### config.mk
export PLATFORM = sky130hd
export DESIGN_NAME = thermal_dac_code_and_ain_setup
export DESIGN_NICKNAME = d
export VERILOG_FILES = /design/src/hw/tdac_pkg.sv /design/src/hw/thermal_code_calc.sv /design/src/hw/sar_adc_ctrl.sv /design/src/hw/thermal_dac_code_and_ain_setup.sv
export SDC_FILE = /design/constraint.sdc
export NUM_CORES = 1
export LEC_CHECK = 0
export BUFFER_PORTS_ARGS = -buffer_cell sky130_fd_sc_hd__buf_2
export CAP_MARGIN = 25
export CORE_UTILIZATION = 40
export DETAILED_ROUTE_END_ITERATION = 10
export HOLD_SLACK_MARGIN = 0.05
export PLACE_DENSITY = 0.63
export SYNTH_ARGS = -nofsm -noshare
export SYNTH_HDL_FRONTEND = slang
export SYNTH_SLANG_ARGS = --single-unit
### constraint.sdc
create_clock -name sys_clk_in -period 2.5 [get_ports sys_clk_in]
set_input_delay 0.5 -clock sys_clk_in [delete_from_list [all_inputs] [get_ports sys_clk_in]]
set_output_delay 0.5 -clock sys_clk_in [all_outputs]
set_load 0.05 [all_outputs]
### src/hw/tdac_pkg.sv
// Constants, types and helpers shared by the thermal code and analog input logic
// Functional notes
// RULE1: Offset code with bit 7 set means negative: temperature plus 128 in low bits.
// RULE2: Offset code with bit 7 clear is the zero-volt temperature in whole degrees.
// RULE3: 8-bit mode: code equals measured minus offset temperature, one degree per step.
// RULE4: 10-bit mode: each code step is a quarter degree above the offset temperature.
// RULE5: Code above DAC full scale saturates; default offset puts zero code at -40 degrees.
// RULE6: Reference select bit: clear picks internal 2.28 V, set picks supply voltage.
// RULE7: Two-bit field in configuration one makes shared pins analog inputs one and two.
// RULE8: Analog results are 10-bit straight binary, step is reference over 1024.
// RULE9: Code transitions sit midway between steps, first one at half a step.
// RULE10: Successive approximation: acquire, balance capacitor DAC, then flag done with code.
// RULE11: Select bits route internal to output A, external to B, refreshed each measurement.
// RULE12: Thermal resolution resets to 8-bit; a configuration three bit selects 10-bit.
// RULE13: Internal output zero-volt offset is an 8-bit register, one-degree resolution.
// RULE14: Measured temperature below offset clamps the thermal code at zero.
package tdac_pkg;
  localparam int unsigned CLK_MHZ = 200;
  localparam int unsigned ACQ_TIME_NS = 500;
  localparam int unsigned ACQ_CYCLES = (ACQ_TIME_NS * CLK_MHZ + 999) / 1000;
  localparam int unsigned BIT_WAIT_CYCLES = 3;
  // Register indices; byte address is four times the index
  localparam logic [7:0] IDX_CFG1 = 8'h18;
  localparam logic [7:0] IDX_CFG3 = 8'h1A;
  localparam logic [7:0] IDX_INT_OFS = 8'h21;
  localparam logic [7:0] IDX_EXT_OFS = 8'h22;
  localparam logic [7:0] IDX_DAC_A = 8'h30;
  localparam logic [7:0] IDX_DAC_B = 8'h31;
  localparam logic [7:0] IDX_AIN_STAT = 8'h32;
  localparam logic [7:0] IDX_AIN_CTL = 8'h33;
  localparam int unsigned CFG1_ANALOG_INPUT_ONE_BIT = 1;
  localparam int unsigned CFG1_ANALOG_INPUT_TWO_BIT = 2;
  localparam int unsigned CFG3_RES_BIT = 1;
  localparam int unsigned CFG3_REF_BIT = 4;
  localparam int unsigned CFG3_INT_OUT_BIT = 5;
  localparam int unsigned CFG3_EXT_OUT_BIT = 6;
  localparam int unsigned CTL_START_BIT = 0;
  localparam int unsigned CTL_CHAN_LSB = 1;
  localparam int unsigned STAT_DONE_BIT = 14;
  localparam int unsigned STAT_BUSY_BIT = 15;
  localparam int unsigned OFS_NEG_BIT = 7;
  localparam logic [7:0] CFG1_RST = 8'h00;
  localparam logic [7:0] CFG3_RST = 8'h00;
  localparam logic [7:0] OFS_RST = 8'hD8;
  localparam logic [11:0] NEG_BIAS = 12'h080;
  localparam logic [9:0] DAC8_FULL = 10'h0FF;
  localparam logic [9:0] DAC10_FULL = 10'h3FF;

  typedef struct packed {
    logic busy;
    logic done;
    logic [9:0] code;
  } ain_result_t;

  typedef struct packed {
    logic res_10bit;
    logic [7:0] offset;
  } thermal_cfg_t;

  // Offset code to signed quarter degrees
  function automatic logic signed [11:0] offset_quarters(input logic [7:0] c);
    logic [11:0] deg;
    deg = 12'h000;
    // RULE1 negative offset
    if (c[OFS_NEG_BIT]) begin
      deg = {5'h00, c[6:0]} - NEG_BIAS;
    end else begin
      // RULE2 positive offset
      deg = {4'h0, c};
    end
    return signed'({deg[9:0], 2'b00});
  endfunction
endpackage

### src/hw/thermal_code_calc.sv
// Turns a quarter-degree temperature and an offset code into a DAC code
`timescale 1ns/1ps
module thermal_code_calc (
  // Measurement and setup
  input wire logic [9:0] temp_q_in,
  input wire tdac_pkg::thermal_cfg_t cfg_in,
  // Result
  output logic [9:0] code_out
);
  import tdac_pkg::*;
  logic signed [11:0] diff;
  logic signed [11:0] deg;
  always_comb begin
    diff = signed'({{2{temp_q_in[9]}}, temp_q_in}) - offset_quarters(cfg_in.offset);
    deg = diff >>> 2;
    // RULE14 clamp below zero
    if (diff < 0) begin
      code_out = 10'h000;
    end else if (cfg_in.res_10bit) begin
      // RULE4 quarter degree steps
      code_out = (diff > signed'({2'b00, DAC10_FULL})) ? DAC10_FULL : diff[9:0];
    end else begin
      // RULE3 one degree steps, RULE5 saturate
      code_out = (deg > signed'({2'b00, DAC8_FULL})) ? DAC8_FULL : deg[9:0];
    end
  end
endmodule // thermal_code_calc

### src/hw/sar_adc_ctrl.sv
// Successive approximation sequencer driving the capacitor DAC
`timescale 1ns/1ps
module sar_adc_ctrl #(
  parameter int unsigned ACQ = tdac_pkg::ACQ_CYCLES,
  parameter int unsigned WAIT = tdac_pkg::BIT_WAIT_CYCLES
) (
  input wire logic sys_clk_in,
  input wire logic arst_n_in,
  // Control
  input wire logic start_in,
  input wire logic comp_in,
  // Status
  output logic sample_out,
  output logic [10:0] cap_dac_out,
  output tdac_pkg::ain_result_t result_out,
  output logic done_out
);
  import tdac_pkg::*;
  typedef enum logic [1:0] {S_IDLE, S_ACQ, S_BIT} sar_state_t;
  initial begin
    if (ACQ < 1 || ACQ > 255 || WAIT < 3 || WAIT > 255) $error("sar_adc_ctrl: bad timing");
  end
  sar_state_t state_reg, state_next;
  logic [7:0] cnt_reg, cnt_next;
  logic [3:0] bit_reg, bit_next;
  logic [9:0] trial_reg, trial_next;
  logic [10:0] cap_reg, cap_next;
  logic sample_reg, sample_next, done_reg, done_next;
  ain_result_t res_reg, res_next;
  logic comp_meta_reg, comp_sync_reg;

  always_ff @(posedge sys_clk_in or negedge arst_n_in) begin
    if (!arst_n_in) begin
      comp_meta_reg <= 1'b0;
      comp_sync_reg <= 1'b0;
    end else begin
      comp_meta_reg <= comp_in;
      comp_sync_reg <= comp_meta_reg;
    end
  end

  always_comb begin
    state_next = state_reg;
    cnt_next = cnt_reg;
    bit_next = bit_reg;
    trial_next = trial_reg;
    sample_next = 1'b0;
    done_next = 1'b0;
    res_next = res_reg;
    case (state_reg)
      S_IDLE: begin
        if (start_in) begin
          state_next = S_ACQ;
          cnt_next = 8'(ACQ - 1);
          sample_next = 1'b1;
          res_next.busy = 1'b1;
          res_next.done = 1'b0;
        end
      end
      // RULE10 acquisition phase
      S_ACQ: begin
        sample_next = 1'b1;
        if (cnt_reg == 8'h00) begin
          sample_next = 1'b0;
          state_next = S_BIT;
          bit_next = 4'h9;
          trial_next = 10'h200;
          cnt_next = 8'(WAIT - 1);
        end else begin
          cnt_next = cnt_reg - 8'h01;
        end
      end
      // RULE10 balance one bit per trial
      S_BIT: begin
        if (cnt_reg != 8'h00) begin
          cnt_next = cnt_reg - 8'h01;
        end else begin
          if (!comp_sync_reg) begin
            trial_next[bit_reg] = 1'b0;
          end
          if (bit_reg == 4'h0) begin
            state_next = S_IDLE;
            done_next = 1'b1;
            res_next.busy = 1'b0;
            res_next.done = 1'b1;
            res_next.code = trial_next;
          end else begin
            bit_next = bit_reg - 4'h1;
            trial_next[bit_reg - 4'h1] = 1'b1;
            cnt_next = 8'(WAIT - 1);
          end
        end
      end
      default: state_next = S_IDLE;
    endcase
    // RULE9 taps shifted down half a step
    cap_next = (trial_next == 10'h000) ? 11'h000 : {trial_next, 1'b0} - 11'h001;
  end

  always_ff @(posedge sys_clk_in or negedge arst_n_in) begin
    if (!arst_n_in) begin
      state_reg <= S_IDLE;
      cnt_reg <= 8'h00;
      bit_reg <= 4'h0;
      trial_reg <= 10'h000;
      cap_reg <= 11'h000;
      sample_reg <= 1'b0;
      done_reg <= 1'b0;
      res_reg <= '0;
    end else begin
      state_reg <= state_next;
      cnt_reg <= cnt_next;
      bit_reg <= bit_next;
      trial_reg <= trial_next;
      cap_reg <= cap_next;
      sample_reg <= sample_next;
      done_reg <= done_next;
      res_reg <= res_next;
    end
  end

  assign sample_out = sample_reg;
  assign cap_dac_out = cap_reg;
  assign result_out = res_reg;
  assign done_out = done_reg;

  // RULE10 sampling length
  acq_len_a: assert property (@(posedge sys_clk_in) disable iff (!arst_n_in) // RULE10
    $rose(sample_reg) |-> sample_reg [*8])
    else $error("acquisition shorter than expected");
  // RULE9 half step tap
  half_tap_a: assert property (@(posedge sys_clk_in) disable iff (!arst_n_in) // RULE9
    (state_reg == S_BIT && trial_reg != 10'h000) |-> cap_reg == {trial_reg, 1'b0} - 11'h001)
    else $error("cap DAC tap not half a step low");
  conv_cov: cover property (@(posedge sys_clk_in) disable iff (!arst_n_in) done_reg);
endmodule // sar_adc_ctrl

### src/hw/thermal_dac_code_and_ain_setup.sv
// Thermal DAC code generation and analog input setup behind a Wishbone slave
`timescale 1ns/1ps
module thermal_dac_code_and_ain_setup (
  // Clock and reset
  input wire logic sys_clk_in,
  input wire logic arst_n_in,
  // Wishbone slave
  input wire logic wb_cyc_in,
  input wire logic wb_stb_in,
  input wire logic wb_we_in,
  input wire logic [9:0] wb_adr_in,
  input wire logic [3:0] wb_sel_in,
  input wire logic [31:0] wb_dat_in,
  output logic [31:0] wb_dat_out,
  output logic wb_ack_out,
  // Temperature measurements, signed quarter degrees
  input wire logic int_temp_valid_in,
  input wire logic [9:0] int_temp_in,
  input wire logic ext_temp_valid_in,
  input wire logic [9:0] ext_temp_in,
  // Thermal DAC codes
  output logic [9:0] dac_a_code_out,
  output logic dac_a_load_out,
  output logic [9:0] dac_b_code_out,
  output logic dac_b_load_out,
  // Analog input converter
  input wire logic ain_comp_in,
  output logic ain_sample_out,
  output logic [10:0] ain_cap_dac_out,
  output logic [1:0] ain_channel_out,
  output logic ain_reference_select_out,
  output logic [1:0] shared_pin_input_select_out
);
  import tdac_pkg::*;

  logic [7:0] cfg1_reg, cfg1_next;
  logic [7:0] cfg3_reg, cfg3_next;
  logic [7:0] int_ofs_reg, int_ofs_next;
  logic [7:0] ext_ofs_reg, ext_ofs_next;
  logic [1:0] chan_reg, chan_next;
  logic start_reg, start_next;
  logic [31:0] rdata_reg, rdata_next;
  logic ack_reg, ack_next;
  logic [9:0] dac_a_reg, dac_a_next, dac_b_reg, dac_b_next;
  logic load_a_reg, load_a_next, load_b_reg, load_b_next;
  logic [9:0] code_a, code_b;
  logic [7:0] idx;
  logic req, wr;
  logic chan_ok;
  logic conv_done;
  ain_result_t ain_res;
  thermal_cfg_t cfg_a, cfg_b;

  assign idx = wb_adr_in[9:2];
  assign req = wb_cyc_in && wb_stb_in && !ack_reg;
  assign wr = req && wb_we_in && wb_sel_in[0];

  // RULE13 internal offset feeds output A
  assign cfg_a = '{res_10bit: cfg3_reg[CFG3_RES_BIT], offset: int_ofs_reg};
  assign cfg_b = '{res_10bit: cfg3_reg[CFG3_RES_BIT], offset: ext_ofs_reg};

  thermal_code_calc u_code_a (
    .temp_q_in(int_temp_in),
    .cfg_in(cfg_a),
    .code_out(code_a)
  );

  thermal_code_calc u_code_b (
    .temp_q_in(ext_temp_in),
    .cfg_in(cfg_b),
    .code_out(code_b)
  );

  sar_adc_ctrl #(
    .ACQ(ACQ_CYCLES),
    .WAIT(BIT_WAIT_CYCLES)
  ) u_sar (
    .sys_clk_in(sys_clk_in),
    .arst_n_in(arst_n_in),
    .start_in(start_reg),
    .comp_in(ain_comp_in),
    .sample_out(ain_sample_out),
    .cap_dac_out(ain_cap_dac_out),
    .result_out(ain_res),
    .done_out(conv_done)
  );

  // RULE7 shared pins must be analog inputs to convert them
  always_comb begin
    case (wb_dat_in[CTL_CHAN_LSB +: 2])
      2'd0: chan_ok = cfg1_reg[CFG1_ANALOG_INPUT_ONE_BIT];
      2'd1: chan_ok = cfg1_reg[CFG1_ANALOG_INPUT_TWO_BIT];
      default: chan_ok = 1'b1;
    endcase
  end

  // Register file and bus answer
  always_comb begin
    cfg1_next = cfg1_reg;
    cfg3_next = cfg3_reg;
    int_ofs_next = int_ofs_reg;
    ext_ofs_next = ext_ofs_reg;
    chan_next = chan_reg;
    start_next = 1'b0;
    ack_next = req;
    rdata_next = rdata_reg;
    if (wr) begin
      case (idx)
        IDX_CFG1: cfg1_next = wb_dat_in[7:0];
        // RULE12 resolution and RULE6 reference bits live here
        IDX_CFG3: cfg3_next = wb_dat_in[7:0];
        IDX_INT_OFS: int_ofs_next = wb_dat_in[7:0];
        IDX_EXT_OFS: ext_ofs_next = wb_dat_in[7:0];
        IDX_AIN_CTL: begin
          if (wb_dat_in[CTL_START_BIT] && chan_ok && !ain_res.busy) begin
            start_next = 1'b1;
            chan_next = wb_dat_in[CTL_CHAN_LSB +: 2];
          end
        end
        default: start_next = 1'b0;
      endcase
    end
    if (req && !wb_we_in) begin
      case (idx)
        IDX_CFG1: rdata_next = {24'h000000, cfg1_reg};
        IDX_CFG3: rdata_next = {24'h000000, cfg3_reg};
        IDX_INT_OFS: rdata_next = {24'h000000, int_ofs_reg};
        IDX_EXT_OFS: rdata_next = {24'h000000, ext_ofs_reg};
        IDX_DAC_A: rdata_next = {22'h000000, dac_a_reg};
        IDX_DAC_B: rdata_next = {22'h000000, dac_b_reg};
        // RULE8 straight binary result
        IDX_AIN_STAT: rdata_next = {16'h0000, ain_res.busy, ain_res.done, 4'h0, ain_res.code};
        IDX_AIN_CTL: rdata_next = {29'h00000000, chan_reg, 1'b0};
        default: rdata_next = 32'h00000000;
      endcase
    end
  end

  always_ff @(posedge sys_clk_in or negedge arst_n_in) begin
    if (!arst_n_in) begin
      cfg1_reg <= CFG1_RST;
      cfg3_reg <= CFG3_RST;
      int_ofs_reg <= OFS_RST;
      ext_ofs_reg <= OFS_RST;
      chan_reg <= 2'd0;
      start_reg <= 1'b0;
      ack_reg <= 1'b0;
      rdata_reg <= 32'h00000000;
    end else begin
      cfg1_reg <= cfg1_next;
      cfg3_reg <= cfg3_next;
      int_ofs_reg <= int_ofs_next;
      ext_ofs_reg <= ext_ofs_next;
      chan_reg <= chan_next;
      start_reg <= start_next;
      ack_reg <= ack_next;
      rdata_reg <= rdata_next;
    end
  end

  // Thermal DAC refresh
  always_comb begin
    dac_a_next = dac_a_reg;
    dac_b_next = dac_b_reg;
    load_a_next = 1'b0;
    load_b_next = 1'b0;
    // RULE11 refresh on each measurement
    if (int_temp_valid_in && cfg3_reg[CFG3_INT_OUT_BIT]) begin
      dac_a_next = code_a;
      load_a_next = 1'b1;
    end
    if (ext_temp_valid_in && cfg3_reg[CFG3_EXT_OUT_BIT]) begin
      dac_b_next = code_b;
      load_b_next = 1'b1;
    end
  end

  always_ff @(posedge sys_clk_in or negedge arst_n_in) begin
    if (!arst_n_in) begin
      dac_a_reg <= 10'h000;
      dac_b_reg <= 10'h000;
      load_a_reg <= 1'b0;
      load_b_reg <= 1'b0;
    end else begin
      dac_a_reg <= dac_a_next;
      dac_b_reg <= dac_b_next;
      load_a_reg <= load_a_next;
      load_b_reg <= load_b_next;
    end
  end

  assign wb_ack_out = ack_reg;
  assign wb_dat_out = rdata_reg;
  assign dac_a_code_out = dac_a_reg;
  assign dac_a_load_out = load_a_reg;
  assign dac_b_code_out = dac_b_reg;
  assign dac_b_load_out = load_b_reg;
  assign ain_channel_out = chan_reg;
  // RULE6 reference source
  assign ain_reference_select_out = cfg3_reg[CFG3_REF_BIT];
  assign shared_pin_input_select_out = {cfg1_reg[CFG1_ANALOG_INPUT_TWO_BIT], cfg1_reg[CFG1_ANALOG_INPUT_ONE_BIT]};

  // Checks
  offset_neg_a: assert property (@(posedge sys_clk_in) disable iff (!arst_n_in) // RULE1
    (int_temp_valid_in && cfg3_reg[CFG3_INT_OUT_BIT] && int_ofs_reg == 8'hD8 && !cfg3_reg[CFG3_RES_BIT]
     && int_temp_in == 10'h360) |=> dac_a_reg == 10'h000)
    else $error("minus 40 offset does not map minus 40 to zero");
  offset_pos_a: assert property (@(posedge sys_clk_in) disable iff (!arst_n_in) // RULE2
    (int_temp_valid_in && cfg3_reg[CFG3_INT_OUT_BIT] && int_ofs_reg == 8'h0A && !cfg3_reg[CFG3_RES_BIT]
     && int_temp_in == 10'h050) |=> dac_a_reg == 10'h00A)
    else $error("positive offset misread");
  res8_range_a: assert property (@(posedge sys_clk_in) disable iff (!arst_n_in) // RULE3
    (load_a_reg && !$past(cfg3_reg[CFG3_RES_BIT])) |-> dac_a_reg <= DAC8_FULL)
    else $error("8-bit code above full scale");
  res10_step_a: assert property (@(posedge sys_clk_in) disable iff (!arst_n_in) // RULE4
    (int_temp_valid_in && cfg3_reg[CFG3_INT_OUT_BIT] && cfg3_reg[CFG3_RES_BIT] && int_ofs_reg == 8'hD8
     && int_temp_in == 10'h361) |=> dac_a_reg == 10'h001)
    else $error("10-bit step is not a quarter degree");
  floor_a: assert property (@(posedge sys_clk_in) disable iff (!arst_n_in) // RULE14
    (int_temp_valid_in && cfg3_reg[CFG3_INT_OUT_BIT] && int_ofs_reg == 8'h0A
     && int_temp_in == 10'h3FC) |=> dac_a_reg == 10'h000)
    else $error("code wrapped below offset");
  refresh_a: assert property (@(posedge sys_clk_in) disable iff (!arst_n_in) // RULE11
    (ext_temp_valid_in && cfg3_reg[CFG3_EXT_OUT_BIT]) |=> load_b_reg && dac_b_reg == $past(code_b))
    else $error("output B not refreshed");
  res_reset_a: assert property (@(posedge sys_clk_in) disable iff (!arst_n_in) // RULE12
    $rose(arst_n_in) |-> !cfg3_reg[CFG3_RES_BIT])
    else $error("resolution not 8-bit after reset");
  ref_sel_a: assert property (@(posedge sys_clk_in) disable iff (!arst_n_in) // RULE6
    (wr && idx == IDX_CFG3) |=> ain_reference_select_out == $past(wb_dat_in[CFG3_REF_BIT]))
    else $error("reference select does not follow its bit");
  pin_gate_a: assert property (@(posedge sys_clk_in) disable iff (!arst_n_in) // RULE7
    start_reg && chan_reg == 2'd0 |-> cfg1_reg[CFG1_ANALOG_INPUT_ONE_BIT])
    else $error("conversion started on pin not set as input");
  done_a: assert property (@(posedge sys_clk_in) disable iff (!arst_n_in) // RULE10
    start_reg |=> ain_res.busy ##[1:200] !ain_res.busy && ain_res.done)
    else $error("conversion did not finish");
  sat_a: assert property (@(posedge sys_clk_in) disable iff (!arst_n_in) // RULE5
    (int_temp_valid_in && cfg3_reg[CFG3_INT_OUT_BIT] && int_ofs_reg == 8'h80 && !cfg3_reg[CFG3_RES_BIT]
     && int_temp_in == 10'h1FF) |=> dac_a_reg == DAC8_FULL)
    else $error("top of range does not reach full scale");
  load_a_cov: cover property (@(posedge sys_clk_in) disable iff (!arst_n_in) load_a_reg);
  res10_cov: cover property (@(posedge sys_clk_in) disable iff (!arst_n_in) load_b_reg && cfg3_reg[CFG3_RES_BIT]);
  ain_cov: cover property (@(posedge sys_clk_in) disable iff (!arst_n_in) conv_done && chan_reg == 2'd1);
endmodule // thermal_dac_code_and_ain_setup

==> metrics.yaml, run 1 <==
rsz0062_at_grt: "yes"
cp_slowest_stage_delay_ns: 0.43
cp-startpoint: "u_sar.cnt_reg[0]$_DFFE_PN0P_"
max_slew_margin_pct: 60.1
violations: "setup timing"
port_buffers: 96
power_density_mw_per_mm2: 786
vias: 6250
synth_flop_cell: "dfrtp_1"
die_w_um: 133
tightest_slew_ns: 0.599
cts-root-buf: "clkbuf_16"
synth.yosys.seq_area_share_pct: 43.7
grt_max_degree: 44
power_frac_clock_pct: 34.8
synth_fa_ha_area_share_pct: 5.66
core_mm2: 0.0167
worstPathRequired_ns: 2.81
r2r_setup_slack_ns: -0.08
insertion_delay_ns: 0.43
synth_top_family_by_area: "compound AO/OA/AOI/OAI gates"
gp_congestion: 0.888
synthArstFlopShare_pct: 100
die_h_um: 133
wl_um: 19500
end_kind: "flop"
grt.overflow.total: 0
outcome: "finished, violations left"
power.leakage_nw: 4.57
first_iter_violations: 439
crit_chain: "inv_2 -> ha_4 -> or3b_4 -> o21ai_4 -> buf_6 -> a21boi_2 -> a31o_2 -> nand4bb_4 -> nor3_4 -> clkbuf_16 -> nor3b_2"
cp_data_arrival_time_ns: 2.89
cts_tree: "yes"
antenna_found_initial: 0
netlist_instances: 717
avgSynthCellArea_um2: 9.61
internal_power_mw: 4.87
dpl.hpwl_um: 14600
muxShareOfSynthArea_pct: 6.74
die_area_mm2: 0.0178
final_area_mm2: 0.00933
path_clk_slew_ns: 0.06
synth_edf_count: 0
final_core_util_pct: 55.8
fillCellCount: 1511
num_rows: 47
cts_buffers: 17
numPlacedInstances: 1107
start_util_pct: 41.3
routedWlPerCell_um: 16.9
postRouteAntennaNets: 0
yosysUniqueCellTypes: 69
seq_area_mm2: 0.00302
cts_sinks: 120
path_buf_inv: 3
synth-xor-area-share_pct: 0.635
fin_nets: 1024
cap_violations: 0
placed_cell_area_mm2: 0.00832
ctsHtreeMaxLevel: 4
synthSimpleGateAreaFrac_pct: 18.2
r2r_cells: 11
drive_above_1_share_pct: 39.0
hold_viol_final: 0
diodes: 0
seqPwrFrac_pct: 29.8
via_per_inst: 5.42
hold_class: "input pin to flop"
cp_slowest_cell: "or3b_4"
reg2reg_from: "u_sar.cnt_reg[0]$_DFFE_PN0P_"
finClkSkew_ns: 0.00948
io_pins: 146
fin_crit_ns: 2.58
cp.depth: 11
r2r-end: "u_sar.cap_dac_out[8]$_DFF_PN0_"
p_sw_mw: 2.46
timing.final.ws_setup_ns: -0.0780
max_freq_ghz: 0.388
grt_pass1_wl_um: 31300
cts_buffer_depth: 2
switching_share_pct: 33.5
start_kind: "flop"
yosys_warnings: 0
crit_fanout: 6
multi_input_area_mm2: 0.00383
p_comb_share_pct: 35.4
firstDrtPassIters: 7
synth_compound_area_share_pct: 18.7
synth_area_mm2: 0.00689
fin_cells: 1153
endpoint: "u_sar.cap_dac_out[8]$_DFF_PN0_"
area_growth_pct: 35.3
setup_viol: 11
cpLargestDelayFamily: "simple AND/OR/NAND/NOR gates"
p_total_mw: 7.33
synth-seq-cells: 120
fin_tns_setup_ns: -0.595
drc_errors: 0
first_global_vias: 6001
track_usage_pct: 22.6
ir_worst_vdd_uv: 466
path_class: "flop to flop"
fin_crit_sh_pct: 103
drv_slew: 0
[metal layers]
layer	up-vias	track usage (%)	routed length, um
li1	2969	-	-
met1	3020	28.9	8470
met2	220	37.9	9610
met3	41	4.60	951
met4	0	8.02	435
met5	-	0	0
[worst min-delay path by stage]
stage	start	end	slack [ns]	cells after the start
2_1_floorplan	arst_n_in	ain_channel_out[0]$_DFFE_PN0P_	0.20	0
3_3_place_gp	u_sar.comp_meta_reg$_DFF_PN0_	u_sar.comp_sync_reg$_DFF_PN0_	0.33	0
3_5_place_dp	u_sar.comp_meta_reg$_DFF_PN0_	u_sar.comp_sync_reg$_DFF_PN0_	0.34	0
4_1_cts	ain_comp_in	u_sar.comp_meta_reg$_DFF_PN0_	0.17	1
5_1_grt	ain_comp_in	u_sar.comp_meta_reg$_DFF_PN0_	0.16	1
6_report	ain_comp_in	u_sar.comp_meta_reg$_DFF_PN0_	0.18	1
[worst reg2reg max path, delay by kind of cell (launching register included)]
| family | cells | cell delay (ns) |
|---|---|---|
| compound gates | 3 | 0.50 |
| fa+ha+maj | 1 | 0.13 |
| buf+inv | 3 | 0.43 |
| flops | 1 | 0.38 |
| simple gates | 4 | 1.02 |
[stage by stage]
step | worst slack (ns) | hold slack (ns)
floorplan | -0.0186 | 0.204
global placement | -0.196 | 0.332
detailed placement | -0.230 | 0.342
CTS | -0.0489 | 0.168
global route | -0.193 | 0.160
finish | -0.0780 | 0.181
[cell families after synthesis]
group | count (synthesis)
xor+xnor | 5
fa+ha+maj | 30
compound gates | 182
buf+inv | 92
mux | 42
simple gates | 245
other cells | 1
flops | 120
[Yosys cell counts (3+ instances only)]
cell type | n | area share [%]
dfrtp_1 | 112 | 41
xnor2_1 | 3 | 0.38
a31oi_1 | 4 | 0.36
nor4_1 | 5 | 0.45
or3b_2 | 3 | 0.38
dfstp_2 | 8 | 3.1
a21o_1 | 4 | 0.44
or3_1 | 3 | 0.27
nor2_1 | 45 | 2.5
or4b_2 | 4 | 0.58
o21a_1 | 5 | 0.54
o31ai_1 | 5 | 0.54
a222oi_1 | 13 | 1.9
mux2i_1 | 7 | 1.0
clkbuf_1 | 19 | 1.0
buf_4 | 23 | 2.5
or2_2 | 6 | 0.54
nand4_1 | 4 | 0.36
nor2b_1 | 12 | 1.1
and2_1 | 7 | 0.64
a32o_1 | 8 | 1.2
buf_2 | 3 | 0.22
nand2_1 | 87 | 4.7
a41oi_1 | 3 | 0.38
nor3_1 | 20 | 1.5
a22oi_1 | 4 | 0.44
a21oi_1 | 25 | 1.8
inv_1 | 45 | 2.5
ha_1 | 28 | 5.1
o211ai_1 | 7 | 0.76
nor3b_1 | 4 | 0.44
a22o_1 | 19 | 2.4
nand3_1 | 20 | 1.5
o22ai_1 | 4 | 0.36
nand2b_1 | 8 | 0.73
o21ai_0 | 50 | 3.6
a211oi_1 | 10 | 1.1
mux2_2 | 35 | 5.7
[placed cells by master, fill, tap and decap left out, types with 5 or more instances in the layout]
master	count
and2_1	6
nor3_1	19
nand3_1	20
mux2i_1	7
dfstp_2	8
nor2_1	43
inv_1	40
a21oi_2	6
buf_2	95
o211ai_1	7
o21ai_0	45
a32o_1	8
or2_2	6
a22o_1	19
clkbuf_16	18
a211oi_1	9
mux2_2	35
buf_4	108
nor2b_1	12
nand2_1	86
dfrtp_1	110
ha_4	6
conb_1	20
nand2b_1	8
a21oi_1	18
a222oi_1	13
inv_2	5
ha_1	18
o21a_1	5
[power groups by stage]
stage	clock network, mW	logic [mW]	registers [mW]
final	2.55	2.60	2.18
after global routing	2.67	2.83	2.20
after CTS	2.57	2.44	2.18
after detailed placement	0	2.31	2.21
after global placement	0	2.30	2.21
after floorplan	0	1.09	2.50
[timing repair]
action / CTS / global route
hold buffers: 1 / 0
hold endpoints to repair: 21 / 0
buffers inserted: 6 / 6
resized for setup: 25 / 35
endpoints found under the setup margin: 15 / 23
cloned: 0 / 1
pin swaps: 6 / 20
[area by class of cell]
cell class	count	area share, %
Timing Repair Buffer	210	15.1
Inverter	47	1.95
Sequential cell	120	32.3
Clock buffer	21	5.04
Clock inverter	11	1.56
Tap cell	220	2.95
Multi-Input combinational cell	524	41.1
Note: power is estimated with default switching activity, not from simulation.
==> run 2: changes to the inputs <==
--- a/config.mk
+++ b/config.mk
@@ -7,10 +7,10 @@
 export LEC_CHECK = 0
 export BUFFER_PORTS_ARGS = -buffer_cell sky130_fd_sc_hd__buf_2
 export CAP_MARGIN = 25
-export CORE_UTILIZATION = 40
+export CORE_UTILIZATION = 50
 export DETAILED_ROUTE_END_ITERATION = 10
 export HOLD_SLACK_MARGIN = 0.05
-export PLACE_DENSITY = 0.63
+export PLACE_DENSITY = 0.76
 export SYNTH_ARGS = -nofsm -noshare
 export SYNTH_HDL_FRONTEND = slang
 export SYNTH_SLANG_ARGS = --single-unit
==> run 2 against run 1 <==
The flow still finishes with violations (setup timing). Sequential power hardly changed. Core utilization increased by 13 points. Flip-flop and latch count unchanged. Die area decreased by 20%. Clock skew is 0.0026 ns higher. Total power shrank 1.7%. Clock power fell by 7%. Critical path depth up 3. Via count is 5.0% higher. Non-clock buffer count is 2 higher. Critical path type unchanged. Critical endpoint unchanged. Highest routed layer unchanged.
==> metrics.yaml, run 2 (same netlist as run 1, synthesis figures left out) <==
cts_buffer_depth: 2  # unchanged
final_area_mm2: 0.00919  # was 0.00933 mm2
path_class: "flop to flop"  # unchanged
port_buffers: 96  # unchanged
drc_errors: 0  # unchanged
ctsHtreeMaxLevel: 4  # unchanged
insertion_delay_ns: 0.42  # was 0.43 ns
via_per_inst: 5.90  # was 5.42
reg2reg_from: "u_sar.bit_reg[1]$_DFFE_PN0P_"  # was u_sar.cnt_reg[0]$_DFFE_PN0P_
power.leakage_nw: 4.56  # was 4.57 nW
hold_class: "input pin to asynchronous set/reset pin"  # was input pin to flop
io_pins: 146  # unchanged
timing.final.ws_setup_ns: -0.122  # was -0.0780 ns
p_total_mw: 7.20  # was 7.33 mW
whs_ns: 0.0381  # was 0.181 ns
cts-root-buf: "clkbuf_16"  # unchanged
path_clk_slew_ns: 0.06  # about the same
core_mm2: 0.0133  # was 0.0167 mm2
cap_violations: 0  # unchanged
cts_tree: "yes"  # unchanged
outcome: "finished, violations left"  # unchanged
pre_cts_slack_ns: -0.423  # was -0.230 ns
crit_fanout: 4  # was 6
fin_tns_setup_ns: -0.937  # was -0.595 ns
rsz0062_at_grt: "yes"  # unchanged
fillCellCount: 1023  # was 1511
r2r_setup_slack_ns: -0.12  # was -0.08 ns
max_freq_ghz: 0.381  # was 0.388 GHz
grt_pass1_wl_um: 32700  # was 31300 um
finClkSkew_ns: 0.0121  # was 0.00948 ns
worstPathRequired_ns: 2.84  # was 2.81 ns
first_global_vias: 6416  # was 6001
fin_nets: 1027  # was 1024
dpl.hpwl_um: 15200  # was 14600 um
start_util_pct: 51.6  # was 41.3%
cts_sinks: 120  # unchanged
r2r_cells: 14  # was 11
die_area_mm2: 0.0143  # was 0.0178 mm2
max_slew_margin_pct: 55.1  # was 60.1%
num_rows: 42  # was 47
tightest_slew_ns: 0.672  # was 0.599 ns
track_usage_pct: 29.7  # was 22.6%
postRouteAntennaNets: 0  # unchanged
grt.overflow.total: 0  # unchanged
die_h_um: 119  # was 133 um
first_iter_violations: 596  # was 439
layout_common_cells: "112 x buf_4, 109 x dfrtp_1, 95 x buf_2"  # was 110 x dfrtp_1, 108 x buf_4, 95 x buf_2
vias: 6565  # was 6250
placed_cell_area_mm2: 0.00820  # was 0.00832 mm2
wl_um: 21100  # was 19500 um
power_density_mw_per_mm2: 784  # was 786 mW/mm2
diodes: 0  # unchanged
gp_congestion: 0.956  # was 0.888
r2r-end: "u_sar.cap_dac_out[8]$_DFF_PN0_"  # unchanged
ir_worst_vdd_uv: 603  # was 466 uV
die_w_um: 119  # was 133 um
start_kind: "flop"  # unchanged
drv_slew: 0  # unchanged
final_core_util_pct: 68.8  # was 55.8%
numPlacedInstances: 1057  # was 1107
violations: "setup timing"  # unchanged
fin_crit_sh_pct: 105  # was 103%
hold_buffers: 0  # was 1
hold_viol_final: 0  # unchanged
antenna_found_initial: 0  # unchanged
setup_viol: 11  # unchanged
area_growth_pct: 33.3  # was 35.3%
cts_buffers: 17  # unchanged
fin_crit_ns: 2.62  # was 2.58 ns
cp_data_arrival_time_ns: 2.96  # was 2.89 ns
grt_max_degree: 66  # was 44
drive_above_1_share_pct: 38.9  # was 39.0%
routedWlPerCell_um: 19.0  # was 16.9 um
end_kind: "flop"  # unchanged
firstDrtPassIters: 6  # was 7
final_common_cell: "buf_4"  # was dfrtp_1
fin_cells: 1112  # was 1153
[run 2: timing repair]
item                                    CTS  global route
gates cloned                              0             1
buffers inserted                         12            10
endpoints found under the setup margin   26            27
resized for setup                        27            35
pin swaps                                12            20
[run 2: how the worst max path moves through the flow]
stage	to	depth (start not counted)	slack (ns)	start
floorplan	u_sar.cap_dac_out[8]$_DFF_PN0_	13	-0.02	u_sar.cnt_reg[0]$_DFFE_PN0P_
global placement	u_sar.cap_dac_out[9]$_DFF_PN0_	11	-0.24	u_sar.cnt_reg[1]$_DFFE_PN0P_
detailed placement	u_sar.cnt_reg[6]$_DFFE_PN0P_	10	-0.42	u_sar.bit_reg[1]$_DFFE_PN0P_
CTS	u_sar.cap_dac_out[10]$_DFF_PN0_	11	-0.11	u_sar.cnt_reg[1]$_DFFE_PN0P_
global route	u_sar.cap_dac_out[8]$_DFF_PN0_	13	-0.23	u_sar.cnt_reg[1]$_DFFE_PN0P_
finish	u_sar.cap_dac_out[8]$_DFF_PN0_	14	-0.12	u_sar.bit_reg[1]$_DFFE_PN0P_
[run 2: layer usage]
metal,GRT usage [%],wire length (um),vias to the layer above
met5,0,0,-
met2,52.0,10800,297
met1,34.7,8090,3242
met3,5.46,1350,66
met4,15.3,876,0
li1,-,-,2960
[run 2: cell type report]
cell class | instances | area [um2] | share of cell area [%]
well taps | 176 | 220 | 2.40
multi-input cells | 525 | 3820 | 41.6
repair buffers | 212 | 1380 | 15.0
inverters | 47 | 181 | 1.97
clock buffers | 23 | 468 | 5.09
flip-flops and latches | 120 | 3020 | 32.8
clock inverters | 9 | 101 | 1.10
[run 2: worst max-delay path, cell delays in order (launching register included)]
cell      delay [ns]
dfrtp_2         0.44
buf_4           0.15
buf_4           0.12
nor3_1          0.30
nand2_1         0.13
o22ai_2         0.20
and2_4          0.19
nand2_1         0.05
o211ai_1        0.12
inv_1           0.08
ha_2            0.20
nand4_1         0.13
nor3_4          0.08
buf_6           0.14
nor3b_4         0.20
[run 2: where the power goes]
group          internal [mW]  switching (mW)
combinational           1.10            1.53
clock                   1.51           0.869
sequential              2.11          0.0954
total                   4.71            2.49
